### src/hw/art_map.svh
`ifndef ART_MAP_SVH
`define ART_MAP_SVH
// prescaler divide ratios
`define ART_SYS_DIV 12
`define ART_RTC_DIV 8
// reset values
`define ART_CNT_RST 8'h00
`define ART_RLD_RST 8'h00
// alternate clock select codes
`define ART_ALT_SYS12 2'h0
`define ART_ALT_RTC8 2'h1
`define ART_ALT_CMP 2'h3
// alternate select bit that picks the capture trigger
`define ART_TRIG_BIT 1
// wrap values
`define ART_BYTE_MAX 8'hFF
`endif

### src/hw/art_pkg.sv
package art_pkg;
    // operating mode of the timer
    typedef enum logic [1:0] {
        ART_MODE_16,
        ART_MODE_SPLIT,
        ART_MODE_CAPTURE
    } art_mode_t;
endpackage : art_pkg

### src/hw/art_timer.sv
// Overview of operation
// - split select picks 16-bit or two 8-bit
// - 16-bit wrap loads reload, sets high flag
// - interrupt on each overflow when enabled
// - low byte wrap interrupts if enabled too
// - split halves reload from own reload byte
// - split: run gates high half only
// - clock select: system clock or alternate
// - rtc and comparator synchronised first
// - split wraps set high and low flags
// - split interrupts: high, or either half
// - flags only cleared by software
// - capture enable enters capture mode
// - trigger bit picks comparator or rtc/8
// - capture copies counter, sets high flag
`timescale 1ns/1ps
`default_nettype none
`include "art_map.svh"

module art_timer import art_pkg::*; #(
    parameter int SYS_DIV = `ART_SYS_DIV,
    parameter int RTC_DIV = `ART_RTC_DIV
) (
    input wire logic i_core_clk,
    input wire logic i_reset,
    input wire logic i_split_mode_sel,
    input wire logic i_run_control,
    input wire logic i_capture_enable,
    input wire logic i_low_byte_irq_enable,
    input wire logic i_timer_irq_enable,
    input wire logic [1:0] i_alternate_clock_select,
    input wire logic i_high_half_clock_select,
    input wire logic i_low_half_clock_select,
    input wire logic i_rtc_clk,
    input wire logic i_comparator_out,
    input wire logic [7:0] i_wr_data,
    input wire logic i_wr_count_low,
    input wire logic i_wr_count_high,
    input wire logic i_wr_reload_low,
    input wire logic i_wr_reload_high,
    input wire logic i_clr_high_flag,
    input wire logic i_clr_low_flag,
    output logic [7:0] o_count_low_byte,
    output logic [7:0] o_count_high_byte,
    output logic [7:0] o_reload_low_byte,
    output logic [7:0] o_reload_high_byte,
    output logic o_high_overflow_flag,
    output logic o_low_overflow_flag,
    output logic o_irq
);
    // =========================================================
    // clock source selection
    function automatic logic src_tick(input logic msel,
                                      input logic [1:0] alt,
                                      input logic t12,
                                      input logic trtc,
                                      input logic tcmp);
        logic t;
        t = 1'b0;
        if (msel) begin
            t = 1'b1;
        end else begin
            case (alt)
                `ART_ALT_SYS12: t = t12;
                `ART_ALT_RTC8: t = trtc;
                `ART_ALT_CMP: t = tcmp;
                default: t = 1'b0; // reserved code
            endcase
        end
        return t;
    endfunction : src_tick

    // =========================================================
    // synchronisers and prescalers
    logic rtc_s1, rtc_s2, rtc_s3;
    logic cmp_s1, cmp_s2, cmp_s3;
    logic [3:0] sys_cnt, next_sys_cnt;
    logic [3:0] rtc_cnt, next_rtc_cnt;
    logic tick_sys12, tick_rtc8, tick_cmp, rtc_edge;

    // prescaler next values and tick decode
    always_comb begin
        rtc_edge = rtc_s2 & ~rtc_s3;
        tick_cmp = cmp_s2 & ~cmp_s3;
        tick_sys12 = (sys_cnt == 4'(SYS_DIV - 1));
        tick_rtc8 = rtc_edge && (rtc_cnt == 4'(RTC_DIV - 1));
        next_sys_cnt = tick_sys12 ? 4'h0 : sys_cnt + 4'h1;
        next_rtc_cnt = rtc_cnt;
        if (rtc_edge) begin
            next_rtc_cnt = tick_rtc8 ? 4'h0 : rtc_cnt + 4'h1;
        end
    end

    // two-flop synchronisers plus an edge stage
    always_ff @(posedge i_core_clk) begin
        if (i_reset) begin
            rtc_s1 <= 1'b0;
            rtc_s2 <= 1'b0;
            rtc_s3 <= 1'b0;
            cmp_s1 <= 1'b0;
            cmp_s2 <= 1'b0;
            cmp_s3 <= 1'b0;
            sys_cnt <= 4'h0;
            rtc_cnt <= 4'h0;
        end else begin
            rtc_s1 <= i_rtc_clk;
            rtc_s2 <= rtc_s1;
            rtc_s3 <= rtc_s2;
            cmp_s1 <= i_comparator_out;
            cmp_s2 <= cmp_s1;
            cmp_s3 <= cmp_s2;
            sys_cnt <= next_sys_cnt;
            rtc_cnt <= next_rtc_cnt;
        end
    end

    // =========================================================
    // counter, reload and flags
    art_mode_t mode;
    logic tick_lo, tick_hi, en_lo, en_hi, cap_evt;
    logic set_hf, set_lf;
    logic [15:0] cnt16;
    logic [7:0] next_cnt_lo, next_cnt_hi, next_rld_lo, next_rld_hi;
    logic next_hf, next_lf, next_irq;

    assign cnt16 = {o_count_high_byte, o_count_low_byte};

    // mode and enable decode
    always_comb begin
        if (i_capture_enable) begin
            mode = ART_MODE_CAPTURE;
        end else if (i_split_mode_sel) begin
            mode = ART_MODE_SPLIT;
        end else begin
            mode = ART_MODE_16;
        end
        tick_lo = src_tick(i_low_half_clock_select,
            i_alternate_clock_select, tick_sys12, tick_rtc8,
            tick_cmp);
        tick_hi = src_tick(i_high_half_clock_select,
            i_alternate_clock_select, tick_sys12, tick_rtc8,
            tick_cmp);
        cap_evt = i_alternate_clock_select[`ART_TRIG_BIT] ?
            tick_cmp : tick_rtc8;
        en_lo = 1'b0;
        en_hi = 1'b0;
        case (mode)
            ART_MODE_SPLIT: begin
                en_lo = tick_lo;
                en_hi = i_run_control & tick_hi;
            end
            ART_MODE_16, ART_MODE_CAPTURE: begin
                en_lo = i_run_control & tick_lo;
                en_hi = en_lo;
            end
            default: en_hi = 1'b0;
        endcase
    end

    // next counter, reload and flag values
    always_comb begin
        next_cnt_lo = o_count_low_byte;
        next_cnt_hi = o_count_high_byte;
        next_rld_lo = o_reload_low_byte;
        next_rld_hi = o_reload_high_byte;
        set_hf = 1'b0;
        set_lf = 1'b0;
        case (mode)
            ART_MODE_SPLIT: begin
                if (en_lo) begin
                    if (o_count_low_byte == `ART_BYTE_MAX) begin
                        next_cnt_lo = o_reload_low_byte;
                        set_lf = 1'b1;
                    end else begin
                        next_cnt_lo = o_count_low_byte + 8'h01;
                    end
                end
                if (en_hi) begin
                    if (o_count_high_byte == `ART_BYTE_MAX) begin
                        next_cnt_hi = o_reload_high_byte;
                        set_hf = 1'b1;
                    end else begin
                        next_cnt_hi = o_count_high_byte + 8'h01;
                    end
                end
            end
            ART_MODE_16, ART_MODE_CAPTURE: begin
                if (en_lo) begin
                    set_lf = (o_count_low_byte == `ART_BYTE_MAX);
                    if (cnt16 == {`ART_BYTE_MAX, `ART_BYTE_MAX} &&
                        mode == ART_MODE_16) begin
                        next_cnt_lo = o_reload_low_byte;
                        next_cnt_hi = o_reload_high_byte;
                        set_hf = 1'b1;
                    end else begin
                        {next_cnt_hi, next_cnt_lo} = cnt16 + 16'h0001;
                    end
                end
                if (mode == ART_MODE_CAPTURE && cap_evt) begin
                    next_rld_lo = o_count_low_byte;
                    next_rld_hi = o_count_high_byte;
                    set_hf = 1'b1;
                end
            end
            default: set_hf = 1'b0;
        endcase
        if (i_wr_count_low) begin
            next_cnt_lo = i_wr_data;
        end
        if (i_wr_count_high) begin
            next_cnt_hi = i_wr_data;
        end
        if (i_wr_reload_low && !(mode == ART_MODE_CAPTURE && cap_evt)) begin
            next_rld_lo = i_wr_data;
        end
        if (i_wr_reload_high && !(mode == ART_MODE_CAPTURE && cap_evt)) begin
            next_rld_hi = i_wr_data;
        end
        // set wins over a same-cycle clear
        next_hf = (o_high_overflow_flag & ~i_clr_high_flag) | set_hf;
        next_lf = (o_low_overflow_flag & ~i_clr_low_flag) | set_lf;
        // request follows the sticky flags
        next_irq = i_timer_irq_enable & (o_high_overflow_flag |
            (i_low_byte_irq_enable & o_low_overflow_flag));
    end

    // register the timer state
    always_ff @(posedge i_core_clk) begin
        if (i_reset) begin
            o_count_low_byte <= `ART_CNT_RST;
            o_count_high_byte <= `ART_CNT_RST;
            o_reload_low_byte <= `ART_RLD_RST;
            o_reload_high_byte <= `ART_RLD_RST;
            o_high_overflow_flag <= 1'b0;
            o_low_overflow_flag <= 1'b0;
            o_irq <= 1'b0;
        end else begin
            o_count_low_byte <= next_cnt_lo;
            o_count_high_byte <= next_cnt_hi;
            o_reload_low_byte <= next_rld_lo;
            o_reload_high_byte <= next_rld_hi;
            o_high_overflow_flag <= next_hf;
            o_low_overflow_flag <= next_lf;
            o_irq <= next_irq;
        end
    end

    logic no_wr;
    assign no_wr = !i_wr_count_low && !i_wr_count_high;
endmodule : art_timer
`default_nettype wire

### config.mk
export PLATFORM = sky130hd
export DESIGN_NAME = art_timer
export DESIGN_NICKNAME = d
export VERILOG_FILES = /design/src/hw/art_pkg.sv /design/src/hw/art_timer.sv
export VERILOG_INCLUDE_DIRS = /design/src /design/src/hw
export SDC_FILE = /design/constraint.sdc
export NUM_CORES = 1
export LEC_CHECK = 0
export BUFFER_PORTS_ARGS = -buffer_cell sky130_fd_sc_hd__buf_4
export CAP_MARGIN = 20
export CORE_AREA = 3 3 89 91
export CTS_CLUSTER_DIAMETER = 150
export DETAILED_ROUTE_END_ITERATION = 8
export DIE_AREA = 0 0 92 94
export GPL_ROUTABILITY_DRIVEN = 0
export GPL_TIMING_DRIVEN = 1
export PLACE_DENSITY = 0.62
export SYNTH_ARGS = -nofsm -noshare
export SYNTH_HDL_FRONTEND = slang
export SYNTH_SLANG_ARGS = --single-unit
### constraint.sdc
create_clock -name i_core_clk -period 2.38 [get_ports i_core_clk]
set_clock_uncertainty 0.05 [all_clocks]
set_input_delay 0.119 -clock i_core_clk [delete_from_list [all_inputs] [get_ports i_core_clk]]
set_output_delay 0.119 -clock i_core_clk [all_outputs]
set_load 0.02 [all_outputs]
==> summary.md, run 1 <==
| Metric | Value |
|---|---|
| Wire per inst | `16.50 um` |
| Clock Latency Late Sink | `0.31 ns` |
| Final ANT Viol Nets | `0` |
| Chip width | `92 um` |
| Switching Share | `31.22%` |
| Root Driver | `clkbuf_8` |
| Syn avg cell area | `8.295 um2` |
| Post-detail-place hpwl | `6028 um` |
| DR DRC count | `0` |
| Slowest CP cell | `dfxtp_1` |
| Clk pwr share | `27.8%` |
| Crit path capture type | `flip-flop` |
| Tmin final | `2.126 ns` |
| Vias in the first global route | `2734` |
| Total GRT Usage | `19.49%` |
| Slew HR | `65.06%` |
| Clock buffer count from CTS | `5` |
| Initial Util | `40.01%` |
| Post-synth ARST share | `0%` |
| CP Launch Type | `flip-flop` |
| Inserted Diodes | `0` |
| Synth Flop Type | `dfxtp_1` |
| Comb power frac | `22.2%` |
| CTS tree | `done` |
| First-pass DRT Iterations | `5` |
| Crit path max fanout | `11` |
| Seq/Total Area, Yosys | `33.98%` |
| Initial antenna violation count | `0` |
| M3 GR Usage | `2.965%` |
| Layer with the highest usage | `met2` |
| Unrepaired setup endpoints after global routing | `false` |
| Worst Path Class, Setup | `reg2reg` |
| Fillers | `749` |
| Mapped cell area | `0.002887 mm2` |
| Yosys top cell area share | `33.98%` |
| Syn Inst Count | `348` |
| Critical Path AT | `2.25 ns` |
| Setup TNS Final | `0 ns` |
| Finish-stage setup viols | `0` |
| First-pass GRT wire length | `13700 um` |
| Via/cell ratio | `5.663` |
| Die Span Y | `94 um` |
| Max frequency | `470.4 MHz` |
| VDD IR max | `0.2265 mV` |
| I/O pin total | `62` |
| Crit path cell chain | `ha_1, nor4bb_1, and3_1, o32a_2, o21ai_1, a221oi_1, nor3_1` |
| Met2 usage | `32.12%` |
| Core area | `0.007214 mm2` |
| Yosys top cell by area | `dfxtp_1` |
| Commonest non-fill, non-tap cell in the layout | `buf_4` |
| Pins Over Slew Limit | `0` |
| Status | `finished clean` |
| Layout cells sized above 1 | `23.28%` |
| Drt total wl | `8363 um` |
| Via count | `2871` |
| Required @ worst endpoint | `2.51 ns` |
| Fin nets | `438` |
| CTS clk-pin slew, worst paths | `0.10 ns` |
| Internal power | `0.001262 W` |
| Final Hold Viols | `0` |
| Slew @ Worst Pin | `0.5110 ns` |
| # port buffers | `61` |
| Area growth from synthesis to layout | `24.01%` |
| Period Utilization, post-route | `89.33%` |
| Met1 Usage GRT | `26.76%` |
| Largest net degree at the start of global routing | `52` |
| Full die area | `0.008648 mm2` |
| Core Rows | `31` |
| Clk sink count | `49` |
| Syn_nets | `379` |
| Highest-count cells in the layout ignoring fill and taps | `79 x buf_4, 49 x dfxtp_1, 36 x nor2_1, 23 x mux2i_1, 19 x a211oi_1` |
| Setup Buffers After CTS | `0` |
| Switching pwr | `0.0005730 W` |
| Max_cap viols | `0` |
| Crit-path max cell delay | `0.39 ns` |
| Main area contributors after synthesis | `dfxtp_1 34%, mux2i_1 8.0%, a211oi_1 4.9%, nor2_1 4.7%, nor2b_1 3.7%` |
| Sequential share of power | `50.0%` |
| Power Dens Cells | `512.7 mW/mm2` |
| Pleak | `1.498 nW` |
| Dpl ws | `0.1105 ns` |
| Post-synth EDFFs | `0` |
| Hold Crit Class | `in2reg` |
| Longest Clk Path Bufs | `2` |
| Synth cell types | `58` |
| Seq cells post-synth | `49` |
| DR iter-0 viols | `201` |
| Synth warn | `0` |
| Htree depth | `2` |
| Gr ovfl total | `0` |
| Final WS setup | `0.2540 ns` |
-- layer usage --
metal	share of wire, %	wire, um
met5	0	0
met4	0.68	57
met3	5.9	491
met2	47	3960
met1	46	3855
-- worst max-delay path: cells and delay by family (launching register included) --
family                   cells  cell delay [ns]
adder cells (fa/ha/maj)      1             0.22
AO/OA/AOI/OAI                3             0.71
AND/OR/NAND/NOR              3             0.61
flip-flops                   1             0.39
-- Yosys cell counts, drive strengths merged (3+ instances only) --
library cell  number
nand3             16
a2111oi            3
mux2i             23
o22ai              3
inv                6
nand3b             3
nand2             16
o31ai              4
and4               6
clkbuf            19
nor3              14
nand4              4
nor2b             17
a31oi              6
a221oi             7
o31a               3
xnor2              4
buf               10
xor2               4
o21ai             15
nor3b              4
a211oi            19
dfxtp             49
and3               4
o21a               3
nor2              36
ha                 4
a21oi             18
-- repair_timing --
| item | CTS | global route |
|---|---|---|
| endpoints found under the setup margin | 0 | 4 |
| endpoints found under the hold margin | 2 | 0 |
| hold buffers | 2 | 0 |
| gates resized for setup | 0 | 1 |
-- per-stage QoR --
| step | cell area [um2] | total power [W] | std cells | hold slack (ns) | util [%] |
|---|---|---|---|---|---|
| 2_1_floorplan | 2887 | 0.001162 | 348 | 0.1900 | - |
| 3_3_place_gp | 3467 | 0.001332 | 497 | 0.2878 | 48.06 |
| 3_5_place_dp | 3467 | 0.001341 | 497 | 0.2920 | 48.06 |
| 4_1_cts | 3578 | 0.001849 | 507 | 0.02501 | 49.60 |
| 5_1_grt | 3580 | 0.001921 | 507 | 0.02996 | 49.62 |
| 6_report | 3580 | 0.001835 | 507 | 0.02960 | 49.62 |
-- worst paths after layout --
check,startpoint,end,slack (ns),cells past startpoint
max,rtc_cnt[0],o_count_low_byte[5],0.25,7
max reg2reg,rtc_cnt[0],o_count_low_byte[5],0.25,7
min,i_timer_irq_enable,o_irq,0.03,2
min reg2reg,cmp_s1,cmp_s2,0.40,1
-- flip-flops by register name (all words and copies together) (netlist names) --
name / flops
o_high_overflow_flag: 1
cmp_s1: 1
o_count_high_byte: 8
rtc_cnt: 4
o_count_low_byte: 8
o_reload_high_byte: 8
o_irq: 1
cmp_s2: 1
o_low_overflow_flag: 1
rtc_s1: 1
rtc_s2: 1
sys_cnt: 4
rtc_s3: 1
o_reload_low_byte: 8
cmp_s3: 1
-- area by class of cell --
type	count	area, um2	area share (%)
clock inverter	3	22.52	0.6292
clock buffer	5	68.82	1.922
tap	99	123.9	3.460
inverter	6	22.52	0.6292
sequential	49	980.9	27.40
multi-input combinational	264	1748	48.83
timing repair buffer	81	613.1	17.13
-- kinds of logic (layout without fill, tap and decap cells) --
kind of cell    count (synthesis)  in the layout  share of synthesized area [%]
simple gates                  130            130                          23.80
mux                            24             24                          8.366
xor+xnor                        8              8                          2.427
fa+ha+maj                       4              4                          1.734
buf+inv                        35             95                          5.505
compound gates                 98             98                          24.19
flops                          49             49                          33.98
-- power groups by stage --
stage               Sequential, W  Combinational [W]  Clock, W
floorplan                0.000976           0.000186         0
global placement         0.000936           0.000397         0
detailed placement       0.000938           0.000403         0
CTS                      0.000919           0.000407  0.000524
global route             0.000927           0.000445  0.000549
finish                   0.000919           0.000407  0.000509
(Power assumes the default switching activity.)
==> inputs of run 2 (changes only) <==
--- a/config.mk
+++ b/config.mk
@@ -8,10 +8,10 @@
 export LEC_CHECK = 0
 export BUFFER_PORTS_ARGS = -buffer_cell sky130_fd_sc_hd__buf_4
 export CAP_MARGIN = 20
-export CORE_AREA = 3 3 89 91
+export CORE_AREA = 3 3 85 96
 export CTS_CLUSTER_DIAMETER = 150
 export DETAILED_ROUTE_END_ITERATION = 8
-export DIE_AREA = 0 0 92 94
+export DIE_AREA = 0 0 88 99
 export GPL_ROUTABILITY_DRIVEN = 0
 export GPL_TIMING_DRIVEN = 1
 export PLACE_DENSITY = 0.62
==> run 2 against run 1 <==
Effect of this change: sequential share of layout area is essentially flat; worst setup slack gained 0.058 ns; non-clock buffer count shrank 2; routed wire length shrank 3.1%; sequential power grew 0.9%; clock power grew 21%; register-to-register slack gained 0.06 ns; via count shrank 0.98%; power grew 5.2%; hold slack is essentially flat.
==> summary.md, run 2 (synthesized netlist as in run 1, its figures left out) <==
| Metric | Value |
|---|---|
| Area growth from synthesis to layout | `23.80%` |
| CTS clk-pin slew, worst paths | `0.09 ns (about the same)` |
| Clk pwr share | `31.8% (+4.0 points)` |
| Max_cap viols | `0 (unchanged)` |
| Setup TNS Final | `0 ns (unchanged)` |
| Pwr Total | `0.001931 W (+5.2%)` |
| Status | `finished clean` |
| Total GRT Usage | `19.04% (-0.45 points)` |
| Drt total wl | `8106 um (-3.1%)` |
| Core Rows | `33 (+6.5%)` |
| Final ANT Viol Nets | `0 (unchanged)` |
| Comb power frac | `20.2% (-2.0 points)` |
| Slew @ Worst Pin | `0.5507 ns (+0.03979 ns)` |
| Switching pwr | `0.0005677 W (-0.92%)` |
| Setup Buffers After CTS | `0 (unchanged)` |
| Root Driver | `clkbuf_8` |
| Crit path max fanout | `11 (unchanged)` |
| Fillers | `732 (-2.3%)` |
| Post-route cell area | `0.003573 mm2 (-0.17%)` |
| Fin util | `48.90% (-0.72 points)` |
| Longest Clk Path Bufs | `2 (unchanged)` |
| Crit path capture type | `flip-flop` |
| Commonest non-fill, non-tap cell in the layout | `buf_4` |
| Final WS setup | `0.3120 ns (+0.05806 ns)` |
| Fin nets | `436 (-0.46%)` |
| Vias in the first global route | `2676 (-2.1%)` |
| Switching Share | `29.40% (-1.8 points)` |
| First-pass GRT wire length | `13270 um (-3.2%)` |
| Initial antenna violation count | `0 (unchanged)` |
| Power Dens Cells | `540.4 mW/mm2 (+5.4%)` |
| Internal power | `0.001363 W (+8.0%)` |
| Dpl ws | `0.1612 ns (+0.05072 ns)` |
| Clock buffer count from CTS | `5 (unchanged)` |
| Htree depth | `2 (unchanged)` |
| Hold Crit Class | `in2reg` |
| Period Utilization, post-route | `86.89% (-2.4 points)` |
| Clock Latency Late Sink | `0.31 ns (about the same)` |
| Wire per inst | `16.44 um (-0.32%)` |
| Post-detail-place hpwl | `5889 um (-2.3%)` |
| CTS tree | `done` |
| Initial Util | `39.50% (-0.51 points)` |
| Worst Path Class, Setup | `reg2reg` |
| Pins Over Slew Limit | `0 (unchanged)` |
| Critical Path AT | `2.19 ns (-0.06 ns)` |
| Pleak | `1.494 nW (-0.25%)` |
| DR DRC count | `0 (unchanged)` |
| Via/cell ratio | `5.767 (+1.8%)` |
| Via count | `2843 (-0.98%)` |
| Layout cells sized above 1 | `22.91% (-0.38 points)` |
| Core area | `0.007308 mm2 (+1.3%)` |
| Largest net degree at the start of global routing | `52 (unchanged)` |
| First-pass DRT Iterations | `4 (-1)` |
| VDD IR max | `0.2995 mV (+32%)` |
| Chip width | `88 um (-4.3%)` |
| I/O pin total | `62 (unchanged)` |
| Full die area | `0.008712 mm2 (+0.74%)` |
| Required @ worst endpoint | `2.50 ns (about the same)` |
| DR iter-0 viols | `165 (-18%)` |
| # port buffers | `61 (unchanged)` |
| Tmin final | `2.068 ns (-0.05805 ns)` |
| Slew HR | `63.28% (-1.8 points)` |
| Final Hold Viols | `0 (unchanged)` |
| Unrepaired setup endpoints after global routing | `false` |
| Die Span Y | `99 um (+5.3%)` |
| Max frequency | `483.6 MHz (+2.8%)` |
| Gr ovfl total | `0 (unchanged)` |
| CP Launch Type | `flip-flop` |
| FF/Latch Area | `980.9 um2 (unchanged)` |
| Placed inst area | `0.003437 mm2 (-0.87%)` |
| Inserted Diodes | `0 (unchanged)` |
| Multi-input logic area | `0.001748 mm2 (unchanged)` |
| Finish-stage setup viols | `0 (unchanged)` |
| Highest-count cells in the layout ignoring fill and taps | `77 x buf_4, 49 x dfxtp_1, 36 x nor2_1, 23 x mux2i_1, 19 x a211oi_1` |
| Sequential share of power | `48.0% (-2.0 points)` |
| Clk sink count | `49 (unchanged)` |
==> run 2: final timing paths <==
path	end	slack [ns]	cells past startpoint	from
max	o_count_low_byte[6]	0.31	7	rtc_cnt[0]
min	o_irq	0.03	2	i_timer_irq_enable
max reg2reg	o_count_low_byte[6]	0.31	7	rtc_cnt[0]
min reg2reg	cmp_s2	0.39	1	cmp_s1
==> run 2: repair_timing <==
action | in CTS | in global routing
resized for setup | 0 | 1
endpoints found under the hold margin | 2 | 0
endpoints found under the setup margin | 0 | 3
hold buffers | 2 | 0
==> run 2: layer usage <==
metal | vias up | share of wire, % | global-route usage, % | wire (um)
met1 | 1339 | 45 | 26.58 | 3685
met3 | 7 | 6.6 | 3.010 | 539
li1 | 1414 | - | - | -
met4 | 0 | 1.1 | 5.667 | 88
met2 | 83 | 47 | 30.05 | 3793
met5 | - | 0 | 0 | 0
==> run 2: final cells by class <==
class / count / area share (%)
well taps: 87 / 3.046
multi-input cells: 264 / 48.91
flip-flops and latches: 49 / 27.45
clock inverters: 3 / 1.296
clock buffers: 5 / 1.926
inverters: 6 / 0.6303
repair buffers: 79 / 16.74
==> run 2: per-stage QoR <==
| stage | hold slack, ns | instances |
|---|---|---|
| 2_1_floorplan | 0.1900 | 348 |
| 3_3_place_gp | 0.2823 | 483 |
| 3_5_place_dp | 0.2857 | 483 |
| 4_1_cts | 0.02191 | 493 |
| 5_1_grt | 0.03189 | 493 |
| 6_report | 0.02933 | 493 |
==> run 2: worst max-delay path, cell delays in order, from the launching register on <==
cell	delay [ns]
dfxtp_1	0.38
ha_1	0.21
nor4bb_1	0.19
and3_1	0.30
o32a_2	0.32
nand4_1	0.12
a221oi_1	0.25
a2111oi_0	0.09
==> run 2: power by group through the flow <==
stage	combinational, W	sequential [W]	clock (W)
finish	0.000390	0.000927	0.000615
global route	0.000428	0.000937	0.000654
CTS	0.000391	0.000927	0.000632
detailed placement	0.000388	0.000946	0
global placement	0.000383	0.000944	0
floorplan	0.000186	0.000976	0
==> inputs of run 3 (changes only) <==
--- a/config.mk
+++ b/config.mk
@@ -6,15 +6,17 @@
 export SDC_FILE = /design/constraint.sdc
 export NUM_CORES = 1
 export LEC_CHECK = 0
+export ABC_AREA = 1
 export BUFFER_PORTS_ARGS = -buffer_cell sky130_fd_sc_hd__buf_4
 export CAP_MARGIN = 20
-export CORE_AREA = 3 3 85 96
+export CORE_AREA = 2 2 86 97
 export CTS_CLUSTER_DIAMETER = 150
 export DETAILED_ROUTE_END_ITERATION = 8
 export DIE_AREA = 0 0 88 99
 export GPL_ROUTABILITY_DRIVEN = 0
 export GPL_TIMING_DRIVEN = 1
-export PLACE_DENSITY = 0.62
+export PLACE_DENSITY = 0.61
 export SYNTH_ARGS = -nofsm -noshare
 export SYNTH_HDL_FRONTEND = slang
 export SYNTH_SLANG_ARGS = --single-unit
+export TNS_END_PERCENT = 10
==> run 3 against run 2 <==
Effect of this change: routed wire length grew 11%; non-clock buffer count shrank 7; cell count grew 34%; critical path type unchanged; highest routed layer unchanged.
==> summary.md, run 3 <==
| Metric | Value |
|---|---|
| Layout cells sized above 1 | `18.15% (-4.8 points)` |
| R2R Setup Slk | `0.29 ns (-0.02 ns)` |
| Core area | `0.007700 mm2 (+5.4%)` |
| Total GRT Usage | `21.88% (+2.8 points)` |
| CP Launch Type | `flip-flop` |
| Syn Inst Count | `482 (+39%)` |
| Pwr Total | `0.001984 W (+2.7%)` |
| Max_cap viols | `0 (unchanged)` |
| DR DRC count | `0 (unchanged)` |
| # port buffers | `61 (unchanged)` |
| Root Driver | `clkbuf_8` |
| Seq cells post-synth | `49 (unchanged)` |
| Commonest non-fill, non-tap cell in the layout | `nand2_1` |
| Ranking of synthesized cells by instance count | `132 x nand2_1, 75 x inv_1, 49 x dfxtp_1` |
| Worst Path Class, Setup | `reg2reg` |
| Crit path max fanout | `10 (-1)` |
| Mapped cell area | `0.003030 mm2 (+5.0%)` |
| Clock buffer count from CTS | `5 (unchanged)` |
| Syn avg cell area | `6.287 um2 (-24%)` |
| Largest net degree at the start of global routing | `22 (-58%)` |
| Via/cell ratio | `4.980 (-14%)` |
| Setup TNS Final | `0 ns (unchanged)` |
| CTS clk-pin slew, worst paths | `0.10 ns (about the same)` |
| DR iter-0 viols | `227 (+38%)` |
| Synth warn | `0 (unchanged)` |
| First-pass DRT Iterations | `5 (+1)` |
| Core Rows | `34 (+3.0%)` |
| FF-to-FF path depth | `12 (+5)` |
| Post-route cell area | `0.003789 mm2 (+6.0%)` |
| Full die area | `0.008712 mm2 (unchanged)` |
| Chip width | `88 um (unchanged)` |
| Vias in the first global route | `3113 (+16%)` |
| CTS tree | `done` |
| Synth Flop Type | `dfxtp_1` |
| Synth cell types | `38 (-34%)` |
| Longest Clk Path Bufs | `2 (unchanged)` |
| Post-synth EDFFs | `0 (unchanged)` |
| Fillers | `828 (+13%)` |
| Final ANT Viol Nets | `0 (unchanged)` |
| Drt total wl | `9024 um (+11%)` |
| Area growth from synthesis to layout | `25.02%` |
| Initial antenna violation count | `0 (unchanged)` |
| Post-detail-place hpwl | `6931 um (+18%)` |
| Clock Latency Late Sink | `0.31 ns (about the same)` |
| Htree depth | `2 (unchanged)` |
| Slew HR | `66.41% (+3.1 points)` |
| Pins Over Slew Limit | `0 (unchanged)` |
| I/O pin total | `62 (unchanged)` |
| FF/Latch Area | `980.9 um2 (unchanged)` |
| Layout Cells excl Fill | `659 (+34%)` |
| Setup Buffers After CTS | `0 (unchanged)` |
| Seq/Total Area, Yosys | `32.37% (-1.6 points)` |
| First-pass GRT wire length | `15000 um (+13%)` |
| Pleak | `1.911 nW (+28%)` |
| Period Utilization, post-route | `87.94% (+1.1 points)` |
| Max frequency | `477.8 MHz (-1.2%)` |
| Initial Util | `39.36% (-0.14 points)` |
| R2r startpoint | `o_count_high_byte[1]` |
| Highest-count cells in the layout ignoring fill and taps | `131 x nand2_1, 75 x inv_1, 68 x buf_4, 49 x dfxtp_1, 46 x nor2_1` |
| Final Hold Viols | `0 (unchanged)` |
| Status | `finished clean` |
| Crit path capture type | `flip-flop` |
| Die Span Y | `99 um (unchanged)` |
| Main area contributors after synthesis | `dfxtp_1 32%, nand2_1 16%, inv_1 9.3%, nand3_1 5.9%, o21ai_0 5.9%` |
| Critical Path AT | `2.25 ns (+0.06 ns)` |
| VDD IR max | `0.1941 mV (-35%)` |
| Slew @ Worst Pin | `0.5020 ns (-0.04876 ns)` |
| Tmin final | `2.093 ns (+0.02500 ns)` |
| FF-to-FF End | `o_count_low_byte[3]` |
| Via count | `3282 (+15%)` |
| Clk sink count | `49 (unchanged)` |
| Hold-critical path depth | `5 (+3)` |
| WHS Endpoint | `o_reload_low_byte[1]` |
| Fin nets | `581 (+33%)` |
| Unrepaired setup endpoints after global routing | `false` |
| Placed cells | `647 (+34%)` |
| Placed inst area | `0.003626 mm2 (+5.5%)` |
| Hold path startpoint | `i_wr_data[1]` |
| Finish-stage setup viols | `0 (unchanged)` |
| Multi-input logic area | `0.001695 mm2 (-3.0%)` |
| Syn_nets | `513 (+35%)` |
| Post-synth ARST share | `0% (unchanged)` |
| Wire per inst | `13.69 um (-17%)` |
| Power Dens Cells | `523.6 mW/mm2 (-3.1%)` |
| Inserted Diodes | `0 (unchanged)` |
| Yosys top cell by area | `dfxtp_1` |
| Gr ovfl total | `0 (unchanged)` |
| Hold Crit Class | `in2reg` |
| Cell with the most instances after synthesis | `nand2_1` |
| Required @ worst endpoint | `2.53 ns (+0.03 ns)` |
| Yosys top cell area share | `32.37% (-1.6 points)` |
==> run 3: cells by family after synthesis <==
kind of cell	synth area share, %
and+or+nand+nor	35.26
adders and majority gates	1.652
muxes	0.6606
AOI/OAI and AO/OA	15.40
buffers and inverters	11.77
DFF	32.37
xor gates and xnor gates	2.890
==> run 3: layer usage <==
layer  share of wire, %  track usage, %  up-vias
met5                  0               0        -
met4                3.1           8.994        0
met3                4.8           2.596       21
met2                 47           35.78      108
met1                 45           28.91     1496
li1                   -               -     1657
==> run 3: stage by stage <==
stage	setup slack, ns	hold slack, ns	util (%)
2_1_floorplan	0.4941	0.1760	-
3_3_place_gp	0.2897	0.2680	47.09
3_5_place_dp	0.3325	0.2774	47.09
4_1_cts	0.3160	0.04738	49.17
5_1_grt	0.04303	0.08644	49.20
6_report	0.2870	0.05459	49.20
==> run 3: cell type report <==
| type | count | area share [%] |
|---|---|---|
| Multi-Input combinational cell | 341 | 44.75 |
| Clock buffer | 6 | 2.180 |
| Timing Repair Buffer | 72 | 14.53 |
| Clock inverter | 2 | 0.9908 |
| Sequential cell | 49 | 25.89 |
| Inverter | 81 | 8.091 |
| Tap cell | 108 | 3.567 |
==> run 3: power by group <==
part / internal, W / total (W) / switching (W) / leakage, nW
registers: 0.000868 / 0.000926 / 0.0000572 / 0.404
logic: 0.000170 / 0.000420 / 0.000250 / 1.45
clock network: 0.000342 / 0.000638 / 0.000296 / 0.0574
==> run 3: worst max-delay path by stage <==
| stage | cells past startpoint | slack (ns) | start | end |
|---|---|---|---|---|
| 2_1_floorplan | 12 | 0.49 | o_count_high_byte[1] | o_count_low_byte[3] |
| 3_3_place_gp | 12 | 0.29 | o_count_high_byte[1] | o_count_low_byte[3] |
| 3_5_place_dp | 12 | 0.33 | o_count_high_byte[1] | o_count_low_byte[3] |
| 4_1_cts | 12 | 0.32 | o_count_high_byte[1] | o_count_low_byte[3] |
| 5_1_grt | 12 | 0.04 | rtc_cnt[0] | o_reload_low_byte[0] |
| 6_report | 12 | 0.29 | o_count_high_byte[1] | o_count_low_byte[3] |
==> run 3: repair_timing <==
item / 4_1_cts / 5_1_grt
hold buffers: 4 / 0
endpoints found under the setup margin: 0 / 1
gates resized for setup: 0 / 1
endpoints found under the hold margin: 3 / 0
==> run 3: worst max-delay path, cell delays in order (launching register included) <==
cell and delay (ns):
dfxtp_1 0.45, ha_1 0.28, nand2_1 0.09, inv_1 0.18
nand3_4 0.19, nor2_8 0.23, inv_4 0.09, nand2_8 0.11
nand2_1 0.05, o21ai_1 0.07, nor2_1 0.06, nor2_1 0.09
nor2_1 0.04
